[src/hdl/ext_irq_pkg.sv]
// Constants for the external pin and pin-change interrupt detector
// Notes on behaviour
// - Pin activity triggers even when pins drive outputs
// - Group 2 requests on enabled sources 23..16 toggling
// - Group 1 requests on enabled sources 14..8 toggling
// - Group 0 requests on enabled sources 7..0 toggling
// - Per-group mask selects contributing pins
// - Pin-change detection works without any clock
// - Dedicated pins: low level, any change, falling or rising
// - Level mode requests while pin stays low
// - Edge detection runs on the I/O clock
// - Low level detected without a clock
// - I/O clock stopped in sleep except idle
// - Level gone before start-up end: wake, no interrupt
// - Sense 00 low, 01 change, 10 fall, 11 rise
// - Pulses longer than one clock are caught
// - Flag set on edge, cleared by ack/write, clear in level
// - Request needs own enable and global enable
package ext_irq_pkg;
  localparam int unsigned EXT_PINS     = 2;
  localparam int unsigned PC_SOURCES   = 24;
  localparam int unsigned PC_GROUPS    = 3;
  localparam int unsigned GROUP_W      = 8;
  localparam int unsigned SENSE_W      = 2;
  localparam logic [1:0] SENSE_LOW     = 2'h0;
  localparam logic [1:0] SENSE_CHANGE  = 2'h1;
  localparam logic [1:0] SENSE_FALL    = 2'h2;
  localparam logic [1:0] SENSE_RISE    = 2'h3;
  localparam logic [3:0] SENSE_RESET   = 4'h0;
  localparam logic [7:0] MASK_RESET    = 8'h00;
  localparam logic [7:0] GROUP1_VALID  = 8'h7f;
  localparam logic [1:0] EXT_EN_RESET  = 2'h0;
  localparam logic [2:0] PC_EN_RESET   = 3'h0;
endpackage : ext_irq_pkg

[src/hdl/external_pin_interrupt_detect.sv]
// External pin and pin-change interrupt detector top
`timescale 1ns/10ps
module external_pin_interrupt_detect
  import ext_irq_pkg::*;
(
  // Clock and reset
  input  wire logic                     ref_clk,
  input  wire logic                     resetn,
  // Pin levels, read regardless of direction
  input  wire logic [ext_irq_pkg::EXT_PINS-1:0]   ext_irq_pin,
  input  wire logic [ext_irq_pkg::PC_SOURCES-1:0] pin_change_sources,
  // Configuration
  input  wire logic [3:0]               ext_irq_sense_ctrl,
  input  wire logic [1:0]               ext_irq_enable,
  input  wire logic [7:0]               pin_change_mask_0,
  input  wire logic [7:0]               pin_change_mask_1,
  input  wire logic [7:0]               pin_change_mask_2,
  input  wire logic [2:0]               pin_change_enable,
  input  wire logic                     global_irq_enable,
  // Clock state and flag clearing
  input  wire logic                     io_clk_running,
  input  wire logic                     startup_done,
  input  wire logic [1:0]               ext_flag_clear,
  input  wire logic [2:0]               pc_flag_clear,
  input  wire logic [1:0]               ext_ack,
  input  wire logic [2:0]               pc_ack,
  // Status and requests
  output logic [1:0]                    ext_irq_flag,
  output logic [2:0]                    pin_change_flag,
  output logic [1:0]                    ext_irq_req,
  output logic                          pin_change_group_0,
  output logic                          pin_change_group_1,
  output logic                          pin_change_group_2,
  output logic                          wake_req
);
  import ext_irq_pkg::*;

  typedef enum logic [2:0] {
    WK_AWAKE  = 3'b001,
    WK_START  = 3'b010,
    WK_CHECK  = 3'b100
  } wake_state_t;

  function automatic logic edge_hit(input logic [1:0] sel, input logic cur,
                                    input logic prev);
    case (sel)
      SENSE_CHANGE: edge_hit = cur ^ prev;
      SENSE_FALL:   edge_hit = prev & ~cur;
      SENSE_RISE:   edge_hit = cur & ~prev;
      default:      edge_hit = 1'b0;
    endcase
  endfunction : edge_hit

  logic [1:0]  samp1_q;
  logic [1:0]  samp1_d;
  logic [1:0]  samp2_q;
  logic [1:0]  samp2_d;
  logic [1:0]  prev_q;
  logic [1:0]  prev_d;
  logic [1:0]  eflag_q;
  logic [1:0]  eflag_d;
  logic [1:0]  level_mode;
  logic [1:0]  level_low;
  logic [1:0]  level_ok_q;
  logic [1:0]  level_ok_d;
  logic [2:0]  pc_flag;
  logic [2:0]  pc_async;
  logic [2:0]  pc_clr;
  wake_state_t wk_q;
  wake_state_t wk_d;

  // Dedicated pins
  always_comb begin
    samp1_d    = ext_irq_pin;
    samp2_d    = samp1_q;
    prev_d     = samp2_q;
    eflag_d    = eflag_q;
    level_mode = '0;
    level_low  = '0;
    for (int i = 0; i < EXT_PINS; i++) begin
      level_mode[i] = (ext_irq_sense_ctrl[2*i +: 2] == SENSE_LOW);
      level_low[i]  = level_mode[i] & ~ext_irq_pin[i];
      if (ext_flag_clear[i] | ext_ack[i]) begin
        eflag_d[i] = 1'b0;
      end
      // Edges only while the I/O clock runs
      if (io_clk_running &&
          edge_hit(ext_irq_sense_ctrl[2*i +: 2], samp2_q[i], prev_q[i])) begin
        eflag_d[i] = 1'b1;
      end
      if (level_mode[i]) begin
        eflag_d[i] = 1'b0;
      end
    end
  end

  always_ff @(posedge ref_clk or negedge resetn) begin
    if (!resetn) begin
      samp1_q <= 2'h3;
      samp2_q <= 2'h3;
      prev_q  <= 2'h3;
      eflag_q <= 2'h0;
    end else begin
      samp1_q <= samp1_d;
      samp2_q <= samp2_d;
      prev_q  <= prev_d;
      eflag_q <= eflag_d;
    end
  end

  // Wake sequencing: level interrupt only if still low after start-up
  always_comb begin
    wk_d       = wk_q;
    level_ok_d = level_ok_q;
    case (wk_q)
      WK_AWAKE: begin
        level_ok_d = level_low;
        if (!io_clk_running) begin
          wk_d = WK_START;
        end
      end
      WK_START: begin
        level_ok_d = 2'h0;
        if (io_clk_running && startup_done) begin
          wk_d = WK_CHECK;
        end
      end
      WK_CHECK: begin
        level_ok_d = level_low;
        wk_d       = WK_AWAKE;
      end
      default: begin
        wk_d       = WK_AWAKE;
        level_ok_d = 2'h0;
      end
    endcase
  end

  always_ff @(posedge ref_clk or negedge resetn) begin
    if (!resetn) begin
      wk_q       <= WK_AWAKE;
      level_ok_q <= 2'h0;
    end else begin
      wk_q       <= wk_d;
      level_ok_q <= level_ok_d;
    end
  end

  // Pin-change groups
  assign pc_clr = pc_flag_clear | pc_ack;

  pc_group_detect u_grp0 (
    .ref_clk      (ref_clk),
    .resetn       (resetn),
    .pins         (pin_change_sources[7:0]),
    .mask         (pin_change_mask_0),
    .valid        (8'hff),
    .clr          (pc_clr[0]),
    .flag_q       (pc_flag[0]),
    .async_change (pc_async[0])
  );

  pc_group_detect u_grp1 (
    .ref_clk      (ref_clk),
    .resetn       (resetn),
    .pins         (pin_change_sources[15:8]),
    .mask         (pin_change_mask_1),
    .valid        (GROUP1_VALID),
    .clr          (pc_clr[1]),
    .flag_q       (pc_flag[1]),
    .async_change (pc_async[1])
  );

  pc_group_detect u_grp2 (
    .ref_clk      (ref_clk),
    .resetn       (resetn),
    .pins         (pin_change_sources[23:16]),
    .mask         (pin_change_mask_2),
    .valid        (8'hff),
    .clr          (pc_clr[2]),
    .flag_q       (pc_flag[2]),
    .async_change (pc_async[2])
  );

  // Outputs
  assign ext_irq_flag    = eflag_q;
  assign pin_change_flag = pc_flag;

  always_comb begin
    for (int i = 0; i < EXT_PINS; i++) begin
      ext_irq_req[i] = ext_irq_enable[i] & global_irq_enable &
                       (eflag_q[i] | (level_mode[i] & level_ok_q[i] & level_low[i]));
    end
  end

  assign pin_change_group_0 = pc_flag[0] & pin_change_enable[0] & global_irq_enable;
  assign pin_change_group_1 = pc_flag[1] & pin_change_enable[1] & global_irq_enable;
  assign pin_change_group_2 = pc_flag[2] & pin_change_enable[2] & global_irq_enable;

  assign wake_req = |(level_low & ext_irq_enable) |
                    |(pc_async & pin_change_enable);
endmodule : external_pin_interrupt_detect

[src/hdl/pc_group_detect.sv]
// One pin-change group: masked toggle detect on sampled and raw pins
`timescale 1ns/10ps
module pc_group_detect (
  // Clock and reset
  input  wire logic               ref_clk,
  input  wire logic               resetn,
  // Pins and configuration
  input  wire logic [7:0]         pins,
  input  wire logic [7:0]         mask,
  input  wire logic [7:0]         valid,
  input  wire logic               clr,
  // Results
  output logic                    flag_q,
  output logic                    async_change
);
  logic [7:0] ref_q;
  logic [7:0] ref_d;
  logic       flag_d;
  logic [7:0] en;

  assign en = mask & valid;
  // Clockless: raw pins against last sampled reference
  assign async_change = |((pins ^ ref_q) & en);

  always_comb begin
    ref_d  = pins;
    flag_d = flag_q;
    if (clr) begin
      flag_d = 1'b0;
    end
    if (|((pins ^ ref_q) & en)) begin
      flag_d = 1'b1;
    end
  end

  always_ff @(posedge ref_clk or negedge resetn) begin
    if (!resetn) begin
      ref_q  <= 8'h00;
      flag_q <= 1'b0;
    end else begin
      ref_q  <= ref_d;
      flag_q <= flag_d;
    end
  end
endmodule : pc_group_detect

[config.mk]
export PLATFORM = sky130hd
export DESIGN_NAME = external_pin_interrupt_detect
export DESIGN_NICKNAME = d
export VERILOG_FILES = /design/src/hdl/ext_irq_pkg.sv /design/src/hdl/external_pin_interrupt_detect.sv /design/src/hdl/pc_group_detect.sv
export SDC_FILE = /design/constraint.sdc
export NUM_CORES = 1
export LEC_CHECK = 0
export ABC_AREA = 1
export BUFFER_PORTS_ARGS = -buffer_cell sky130_fd_sc_hd__buf_2
export CORE_MARGIN = 2
export CORE_UTILIZATION = 47
export CTS_CLUSTER_SIZE = 24
export DETAILED_ROUTE_END_ITERATION = 8
export MAX_ROUTING_LAYER = met4
export PLACE_DENSITY = 0.89
export REMOVE_ABC_BUFFERS = 1
export SYNTH_ARGS = -nofsm -noshare
export SYNTH_HDL_FRONTEND = slang
export SYNTH_SLANG_ARGS = --single-unit
[constraint.sdc]
create_clock -name ref_clk -period 1.85 [get_ports ref_clk]
set_clock_uncertainty 0.2 [all_clocks]
set_input_delay 0.37 -clock ref_clk [delete_from_list [all_inputs] [get_ports ref_clk]]
set_output_delay 0.37 -clock ref_clk [all_outputs]
set_load 0.005 [all_outputs]
==> out/qor.yml, run 1 <==
synth_enable_flop_cells: 0
ys_seq_elements: 39
routed-via-count: 1750
worst_hold_path_type: "input pin to flip-flop"
worst_setup_hold_path_clk_slew_ns: 0.07
post-synth-top-area-cell: "sky130_fd_sc_hd__dfrtp_1"
maxClockFrequency_mhz: 505
fp.dieH_um: 67.8
final_setup_tns_ns: -0.131
max-vdd-ir-drop_mv: 0.404
numCtsBuffers: 5
layout-drive-gt1-share_pct: 30.4
io_buffer_count: 82
post-route-worst-setup-slack_ns: -0.131
leftover_overflow_at_the_end_of_global_routing: 0
synth.yosys.seq_area_share_pct: 51.5
detail_route.wirelength_um: 3980
area_growth_pct: 32.0
core_region_area_um2: 3940
drt-wirelength-per-cell_um: 10.2
number_of_antenna_violations_at_the_first_check_in_global_routing: 0
relSlewSlack_pct: 70.5
place.detailed.instances: 381
drv_slew: 0
clockRootBuffer: "sky130_fd_sc_hd__clkbuf_8"
power.density_nw_per_um2: 748
tritoncts: "built"
timing.final.setup_violations: 1
post_synth_simple_gate_area_pct: 26.9
grt_pass1_vias: 1668
netlist.area_leader.share_pct: 41.9
max-cap-violations: 0
yosys.cell_count.top_type: "sky130_fd_sc_hd__nand2_1"
nNetsFinal: 419
cp_data_required_time_ns: 1.28
crit_arrival_ns: 1.41
finalNonFillerCells: 392
worstSkewPairLatency_ns: 0.28
post_synth.cell_area_avg_um2: 7.61
h-tree-depth: 2
xor_xnor_cell_area_share_of_the_yosys_netlist_pct: 0
setup_repair_after_global_routing_missed_its_margin: "true"
leakage_nw: 1.52
synthCells: 251
grt_pass1_wl_um: 6510
final_antenna_violating_net_count: 0
synth_mux_area_share_pct: 0
cts.repair_timing.setup_buffer_count: 0
layout.core_utilization_pct: 64.0
drt_iter0_markers: 81
synthTopCellsByArea: "sky130_fd_sc_hd__dfrtp_1 42%, sky130_fd_sc_hd__nand2_1 15%, sky130_fd_sc_hd__inv_1 12%"
violations_in_the_final_reports: "setup timing"
async_reset_ff_share_pct: 100
dominantRegCellSynth: "sky130_fd_sc_hd__dfrtp_1"
row_count: 23
period_share_pct: 107
detail_route.vias_per_cell: 4.46
timing.setup.critical_path_class: "flip-flop to primary output"
cp-end-kind: "primary output"
worst_slew_pin_slew_ns: 0.439
syn-cell-area_um2: 1910
starting_utilization_of_the_core_area_pct: 48.5
drt_first_pass_iters: 4
die_w_um: 67.8
timing.critical_path.from_type: "flip-flop"
die_area_um2: 4590
ports: 85
place.gp.congestion: 0.716
tritoncts_num_sinks: 39
synth_compound_area_share_pct: 5.44
synth_fa_ha_area_share_pct: 2.62
r2r_slack_ns: 0.26
hpwl_um: 3250
insertedDiodeCount: 0
final_count_of_hold_timing_violations: 0
grtUsageTotal_pct: 19.5
grt_start_max_net_pins: 40
worst-path-max-fanout: 2
post-route-drc-count: 0
max-clock-path-buffers: 2
yosysWarnings: 0
synthTopCellsByCount: "76 x sky130_fd_sc_hd__nand2_1, 63 x sky130_fd_sc_hd__inv_1, 32 x sky130_fd_sc_hd__dfrtp_1"
yosysUniqueCellTypes: 19
result_of_the_run: "finished, violations left"
final.min_clock_period_ns: 1.98
largest_family_of_logic_cells_by_synthesized_area: "simple AND/OR/NAND/NOR gates"
-- critical path: stages, from the launching register on --
cell                      delay (ns)
sky130_fd_sc_hd__dfrtp_1        0.38
sky130_fd_sc_hd__inv_1          0.06
sky130_fd_sc_hd__nand2_1        0.05
sky130_fd_sc_hd__nand3_1        0.06
sky130_fd_sc_hd__nand2_1        0.06
sky130_fd_sc_hd__nor2_2         0.13
sky130_fd_sc_hd__nand2_2        0.08
sky130_fd_sc_hd__nand2_2        0.07
sky130_fd_sc_hd__nand2_1        0.04
sky130_fd_sc_hd__inv_1          0.05
sky130_fd_sc_hd__nand2_1        0.04
sky130_fd_sc_hd__buf_2          0.13
-- registers in the layout (all words and copies together), names as in the netlist --
| signal | cells |
|---|---|
| u_grp0.flag_q | 1 |
| ext_irq_flag | 2 |
| u_grp2.flag_q | 1 |
| level_ok_q | 2 |
| u_grp0.ref_q | 8 |
| prev_d | 2 |
| u_grp2.ref_q | 8 |
| wk_q | 3 |
| u_grp1.ref_q | 7 |
| prev_q | 2 |
| samp1_q | 2 |
| u_grp1.flag_q | 1 |
-- logic make-up (layout without fill, tap and decap cells) --
kind of cell,count (synthesis),in the layout
compound gates,16,16
fa+ha+maj,4,4
buf+inv,66,157
flops,39,39
simple gates,126,126
-- placed cells by master, fill, tap and decap left out, drive strengths merged --
| cell | n |
|---|---|
| nand2 | 76 |
| a211oi | 1 |
| dfrtp | 32 |
| a21oi | 2 |
| or3 | 1 |
| or2 | 1 |
| o32ai | 2 |
| o311ai | 1 |
| buf | 83 |
| inv | 63 |
| nor2 | 22 |
| o21ai | 7 |
| o22ai | 1 |
| nand3 | 25 |
| ha | 4 |
| clkbuf | 7 |
| nor3 | 1 |
| dlygate4sd3 | 3 |
| a21o | 2 |
| dfstp | 7 |
| clkinv | 1 |
-- metal layers --
metal | up-vias | wire length, um | GRT usage (%)
met1 | 771 | 1620 | 20.3
met5 | - | 0 | -
met4 | 0 | 59 | 6.89
li1 | 923 | - | -
met2 | 49 | 2110 | 36.6
met3 | 7 | 198 | 3.33
-- cell type report --
cell class	instances	area, um2
Tap cell	50	62.6
Multi-Input combinational cell	146	684
Timing Repair Buffer	86	473
Inverter	63	236
Clock inverter	1	5.00
Clock buffer	7	76.3
Sequential cell	39	985
Fill cell	344	1420
-- final timing paths --
kind,startpoint,endpoint,depth (start not counted)
setup / recovery,u_grp0.ref_q[4]$_DFF_PN0_,wake_req,11
hold / removal,pin_change_sources[21],u_grp2.ref_q[5]$_DFF_PN0_,1
setup reg to reg,prev_q[0]$_DFF_PN1_,ext_irq_flag[0]$_DFFE_PN0P_,5
hold reg to reg,samp1_q[0]$_DFF_PN1_,prev_d[0]$_DFF_PN1_,0
max in group asynchronous,resetn,prev_q[0]$_DFF_PN1_,3
min in group asynchronous,resetn,wk_q[2]$_DFFE_PN0P_,3
-- power by group --
part           total, mW  internal (mW)  switching [mW]
Clock              0.535          0.264           0.270
Sequential         0.976          0.938          0.0380
Combinational      0.375          0.165           0.210
Total               1.89           1.37           0.518
-- through the flow --
step	power [mW]	setup WS [ns]	hold WS [ns]	cell area [um2]
floorplan	1.18	0.305	-0.126	1890
global placement	1.33	0.0403	0.146	2380
detailed placement	1.35	0.0316	0.151	2380
CTS	1.90	-0.152	0.00696	2490
global route	2.01	-0.269	0.00712	2520
finish	1.89	-0.131	0.0179	2520
-- repair_timing --
item	CTS	global route
setup endpoints to repair	1	2
pin swaps	1	6
hold buffers	3	0
resized for setup	1	8
hold endpoints to repair	34	0
(Power assumes the default switching activity.)
==> run 2: changes to the inputs <==
--- a/config.mk
+++ b/config.mk
@@ -7,7 +7,7 @@
 export LEC_CHECK = 0
 export ABC_AREA = 1
 export BUFFER_PORTS_ARGS = -buffer_cell sky130_fd_sc_hd__buf_2
-export CORE_MARGIN = 2
+export CORE_MARGIN = 1.5
 export CORE_UTILIZATION = 47
 export CTS_CLUSTER_SIZE = 24
 export DETAILED_ROUTE_END_ITERATION = 8
==> run 2 against run 1 <==
Effect of this change:
- the flow still finishes with violations (setup timing)
- clock power up 34%
- flip-flop and latch count unchanged
- critical path depth down 2
- routed wire length down 4.1%
- via count up 1.8%
- largest power group unchanged
- highest routed layer is now met3
==> out/qor.yml, run 2 (synthesis gave the netlist of run 1 again) <==
fp.dieH_um: 66.8
grt_pass1_vias: 1649
row_count: 22
h-tree-depth: 2
worst_setup_hold_path_clk_slew_ns: 0.07
relSlewSlack_pct: 74.1
nNetsFinal: 422
cp_data_required_time_ns: 1.28
drv_slew: 0
max-cap-violations: 0
final_design_area_no_fill_um2: 2590
cellInternalPower_mw: 1.54
layout_commonest_cell: "sky130_fd_sc_hd__buf_2"
timing.setup.critical_path_class: "flip-flop to primary output"
p_seq_share_pct: 47.2
tritoncts_num_sinks: 39
tritoncts: "built"
worst_hold_path_type: "input pin to flip-flop"
clock_power_share_pct: 34.7
setup_repair_after_global_routing_missed_its_margin: "true"
critPathMostFrequentCell: "sky130_fd_sc_hd__nand2_1"
leftover_overflow_at_the_end_of_global_routing: 0
period_share_pct: 106
post-route-worst-setup-slack_ns: -0.120
timing.final.setup_violations: 1
layout_common_cells: "80 x sky130_fd_sc_hd__buf_2, 76 x sky130_fd_sc_hd__nand2_1, 63 x sky130_fd_sc_hd__inv_1, 32 x sky130_fd_sc_hd__dfrtp_1, 22 x sky130_fd_sc_hd__nand3_1"
timing.critical_path.slowest_stage_cell: "sky130_fd_sc_hd__dfrtp_1"
power.density_nw_per_um2: 798
post_dp_cell_area_um2: 2380
crit_arrival_ns: 1.40
grt_start_max_net_pins: 25
path_cells: "inv_1 -> nand2_1 -> nand3_1 -> nand2_1 -> nor2_1 -> nand2_1 -> a21oi_2 -> nand2_1 -> buf_2"
cp-end-kind: "primary output"
drt-wirelength-per-cell_um: 9.72
pre_cts_ws_ns: 0.0301
drt_iter0_markers: 48
io_buffer_count: 82
final.min_clock_period_ns: 1.97
insertedDiodeCount: 0
num-fill-cells: 326
core_region_area_um2: 3770
combinationalPowerShare_pct: 18.0
grt_pass1_wl_um: 6240
ports: 85
result_of_the_run: "finished, violations left"
routed-via-count: 1781
die_area_um2: 4460
number_of_antenna_violations_at_the_first_check_in_global_routing: 0
timing.critical_path.from_type: "flip-flop"
numCtsBuffers: 5
final_count_of_hold_timing_violations: 0
p_sw_mw: 0.523
max-clock-path-buffers: 2
violations_in_the_final_reports: "setup timing"
switching_part_of_the_total_power_pct: 25.3
starting_utilization_of_the_core_area_pct: 50.7
layout_top_registers: "u_grp0.ref_q x8, u_grp2.ref_q x8, u_grp1.ref_q x7"
detail_route.wirelength_um: 3820
detail_route.vias_per_cell: 4.53
worst-path-max-fanout: 2
hpwl_um: 3130
leakage_nw: 1.56
drt_first_pass_iters: 4
place.gp.congestion: 0.755
maxClockFrequency_mhz: 508
post-route-drc-count: 0
clockRootBuffer: "sky130_fd_sc_hd__clkbuf_8"
max-vdd-ir-drop_mv: 0.567
final_antenna_violating_net_count: 0
grtUsageTotal_pct: 19.3
cpPeakStageDelay_ns: 0.38
layout-drive-gt1-share_pct: 31.6
die_w_um: 66.8
worstSkewPairLatency_ns: 0.29
worst_slew_pin_slew_ns: 0.385
area_growth_pct: 35.6
r2r.worst_path.cells: 5
holdPathStages: 1
==> run 2: cell types whose count changed in the layout (fill, tap and decap cells not counted), moves of 2 or more <==
cell / before / now
sky130_fd_sc_hd__nand2_1: 74 / 76
sky130_fd_sc_hd__nand3_1: 24 / 22
sky130_fd_sc_hd__nand3_2: 1 / 3
sky130_fd_sc_hd__clkbuf_1: 2 / 0
sky130_fd_sc_hd__nand2_2: 2 / 0
sky130_fd_sc_hd__buf_4: 0 / 2
==> run 2: critical path, delay by kind of cell (launching register included) <==
family	cells	cell delay, ns
compound gates	1	0.14
buf+inv	2	0.17
flops	1	0.38
simple gates	6	0.43
==> run 2: layout make-up <==
type | instances | area, um2 | share of cell area, %
sequential | 39 | 985 | 38.0
multi-input combinational | 146 | 693 | 26.8
timing repair buffer | 89 | 498 | 19.2
inverter | 63 | 236 | 9.13
clock buffer | 6 | 82.6 | 3.19
tap | 48 | 60.1 | 2.32
clock inverter | 2 | 35.0 | 1.35
==> run 2: repair_timing <==
action / in CTS / in global routing
hold endpoints to repair: 17 / 1
gates resized for setup: 3 / 7
buffers inserted: 1 / 1
pin swaps: 3 / 2
setup endpoints to repair: 1 / 2
hold buffers: 3 / 1
==> run 2: power by group through the flow <==
stage | registers, mW | clock network, mW | logic [mW]
finish | 0.976 | 0.718 | 0.373
global route | 0.983 | 0.776 | 0.427
CTS | 0.976 | 0.737 | 0.366
detailed placement | 0.993 | 0 | 0.356
global placement | 0.988 | 0 | 0.340
floorplan | 0.986 | 0 | 0.195
==> run 2: layer usage <==
metal / up-vias / track usage [%] / routed length (um)
met4: 0 / 6.12 / 0
met2: 55 / 34.8 / 1930
li1: 935 / - / -
met1: 791 / 19.9 / 1630
met3: 0 / 6.08 / 258
met5: - / - / 0
==> run 2: per-stage QoR <==
| stage | util [%] | power (mW) | cells | hold WS [ns] | setup TNS (ns) |
|---|---|---|---|---|---|
| final | 68.7 | 2.07 | 393 | 0.0105 | -0.120 |
| after global routing | 68.7 | 2.19 | 393 | 0.000225 | -0.303 |
| after CTS | 67.4 | 2.08 | 391 | 0.00112 | -0.137 |
| after detailed placement | 63.1 | 1.35 | 379 | 0.110 | 0 |
| after global placement | 63.1 | 1.33 | 379 | 0.115 | 0 |
| after floorplan | - | 1.18 | 248 | -0.126 | 0 |
==> run 2: worst paths after layout <==
kind	start	end	slack (ns)
min reg2reg	samp1_q[1]$_DFF_PN1_	prev_d[1]$_DFF_PN1_	0.16
max reg2reg	prev_q[0]$_DFF_PN1_	ext_irq_flag[0]$_DFFE_PN0P_	0.23
min in group asynchronous	resetn	u_grp1.ref_q[5]$_DFF_PN0_	0.33
max	u_grp2.ref_q[0]$_DFF_PN0_	wake_req	-0.12
min	pin_change_sources[12]	u_grp1.ref_q[4]$_DFF_PN0_	0.01
max in group asynchronous	resetn	prev_q[0]$_DFF_PN1_	0.58
==> run 3: changes to the inputs <==
--- a/config.mk
+++ b/config.mk
@@ -13,6 +13,7 @@
 export DETAILED_ROUTE_END_ITERATION = 8
 export MAX_ROUTING_LAYER = met4
 export PLACE_DENSITY = 0.89
+export RECOVER_POWER = 50
 export REMOVE_ABC_BUFFERS = 1
 export SYNTH_ARGS = -nofsm -noshare
 export SYNTH_HDL_FRONTEND = slang
==> run 3 against run 2 <==
Effect of this change:
- the run still ends with setup timing left
- first-iteration DRC count rose by 40%
- setup slack improved by 0.00057 ns
- sequential share of layout area rose by 0.45 points
- non-clock buffer count did not move
- hold slack improved by 0.0045 ns
- register-to-register slack barely moved
- count of clock-buffer cells in the layout did not move
- routed wire length rose by 0.58%
- maximum frequency barely moved
- flip-flop and latch count did not move
- via count rose by 0.11%
- largest cell class unchanged
- highest routed layer unchanged
==> out/qor.yml, run 3 (synthesis gave the netlist of run 1 again) <==
row_count: 22
cp-end-kind: "primary output"
final_count_of_hold_timing_violations: 0
grt_pass1_wl_um: 6240
tritoncts_num_sinks: 39
worstSkewPairLatency_ns: 0.29
timing.setup.critical_path_class: "flip-flop to primary output"
post-route-drc-count: 0
place.gp.congestion: 0.755
finalNonFillerCells: 393
power.density_nw_per_um2: 804
drv_slew: 0
final.min_clock_period_ns: 1.97
layout_common_cells: "76 x sky130_fd_sc_hd__nand2_1, 63 x sky130_fd_sc_hd__inv_1, 56 x sky130_fd_sc_hd__buf_2, 32 x sky130_fd_sc_hd__dfrtp_1, 24 x sky130_fd_sc_hd__clkbuf_1"
combinationalPowerShare_pct: 17.8
layout.core_utilization_pct: 67.9
setup.worst_path.start: "u_grp0.ref_q[0]$_DFF_PN0_"
hpwl_um: 3130
grt_start_max_net_pins: 25
drt-wirelength-per-cell_um: 9.78
critPathMostFrequentCell: "sky130_fd_sc_hd__nand2_1"
fp.dieH_um: 66.8
tritoncts: "built"
worst_slew_pin_slew_ns: 0.926
max-vdd-ir-drop_mv: 0.567
drt_iter0_markers: 67
max-cap-violations: 0
ports: 85
layout-drive-gt1-share_pct: 24.1
timing.critical_path.slowest_stage_cell: "sky130_fd_sc_hd__dfrtp_1"
switching_part_of_the_total_power_pct: 25.4
worst_hold_path_type: "input pin to flip-flop"
cellInternalPower_mw: 1.54
layout_commonest_cell: "sky130_fd_sc_hd__nand2_1"
critical_path.reg2reg.startpoint: "prev_q[0]$_DFF_PN1_"
worst_setup_hold_path_clk_slew_ns: 0.07
grtUsageTotal_pct: 19.3
core_region_area_um2: 3770
period_share_pct: 106
p_sw_mw: 0.523
finalHoldWorstSlack_ns: 0.0150
routed-via-count: 1783
result_of_the_run: "finished, violations left"
path_delay_family: "simple AND/OR/NAND/NOR gates"
starting_utilization_of_the_core_area_pct: 50.7
maxClockFrequency_mhz: 508
die_w_um: 66.8
relSlewSlack_pct: 38.3
clock_power_share_pct: 34.9
p_seq_share_pct: 47.4
detail_route.wirelength_um: 3840
cp_num_buf_inv: 3
leftover_overflow_at_the_end_of_global_routing: 0
timing.final.setup_violations: 1
die_area_um2: 4460
clockRootBuffer: "sky130_fd_sc_hd__clkbuf_8"
io_buffer_count: 82
grt_pass1_vias: 1649
path_cells: "inv_1 -> nand2_1 -> nand3_1 -> nand2_1 -> nor2_1 -> nand2_1 -> nand2_1 -> nand2_1 -> inv_1 -> nand2_1 -> buf_2"
pre_cts_ws_ns: 0.0301
cp_data_required_time_ns: 1.28
layout_top_registers: "u_grp0.ref_q x8, u_grp2.ref_q x8, u_grp1.ref_q x7"
violations_in_the_final_reports: "setup timing"
final_antenna_violating_net_count: 0
crit_arrival_ns: 1.40
cpPeakStageDelay_ns: 0.38
post-route-worst-setup-slack_ns: -0.119
setup_repair_after_global_routing_missed_its_margin: "true"
worst-path-max-fanout: 2
place.detailed.instances: 379
h-tree-depth: 2
area_growth_pct: 34.0
timing.hold.worst.start: "pin_change_sources[16]"
timing.critical_path.from_type: "flip-flop"
leakage_nw: 1.49
drt_first_pass_iters: 4
detail_route.vias_per_cell: 4.54
max-clock-path-buffers: 2
number_of_antenna_violations_at_the_first_check_in_global_routing: 0
insertedDiodeCount: 0
numCtsBuffers: 5
nNetsFinal: 422
-- run 3: worst paths after layout --
kind / cells after the start / end / slack, ns
max: 11 / wake_req / -0.12
max reg2reg: 5 / ext_irq_flag[0]$_DFFE_PN0P_ / 0.23
max in group asynchronous: 3 / prev_q[0]$_DFF_PN1_ / 0.20
min in group asynchronous: 2 / u_grp1.ref_q[5]$_DFF_PN0_ / 0.54
min: 1 / u_grp2.ref_q[0]$_DFF_PN0_ / 0.01
min reg2reg: 0 / prev_d[1]$_DFF_PN1_ / 0.16
-- run 3: metal layers --
metal / share of wire, % / up-vias / wire, um / global-route usage, %
li1: - / 934 / - / -
met1: 43 / 794 / 1640 / 19.9
met2: 50 / 55 / 1940 / 34.8
met3: 6.9 / 0 / 267 / 6.08
met4: 0 / 0 / 0 / 6.12
met5: 0 / - / 0 / -
-- run 3: timing repair --
item,4_1_cts,5_1_grt
cloned,0,0
endpoints found under the setup margin,1,2
pin swaps,3,2
hold buffers,3,1
buffers inserted,1,1
gates resized for setup,3,7
endpoints found under the hold margin,17,1
-- run 3: final cells by class --
class                           instances  area, um2
Clock buffer                            6       82.6
Clock inverter                          2       35.0
Timing Repair Buffer                   89        468
Fill cell                             341       1210
Inverter                               63        236
Tap cell                               48       60.1
Sequential cell                        39        985
Multi-Input combinational cell        146        693
-- run 3: power by group through the flow --
stage | clock [mW] | combinational (mW) | sequential (mW)
floorplan | 0 | 0.195 | 0.986
CTS | 0.737 | 0.366 | 0.976
detailed placement | 0 | 0.356 | 0.993
global placement | 0 | 0.340 | 0.988
global route | 0.776 | 0.420 | 0.982
finish | 0.718 | 0.366 | 0.975
-- run 3: stage by stage --
stage	power, mW	setup TNS [ns]	area, um2
2_1_floorplan	1.18	0	1890
6_report	2.06	-0.119	2560
3_3_place_gp	1.33	0	2380
3_5_place_dp	1.35	0	2380
4_1_cts	2.08	-0.137	2540
5_1_grt	2.18	-0.303	2560
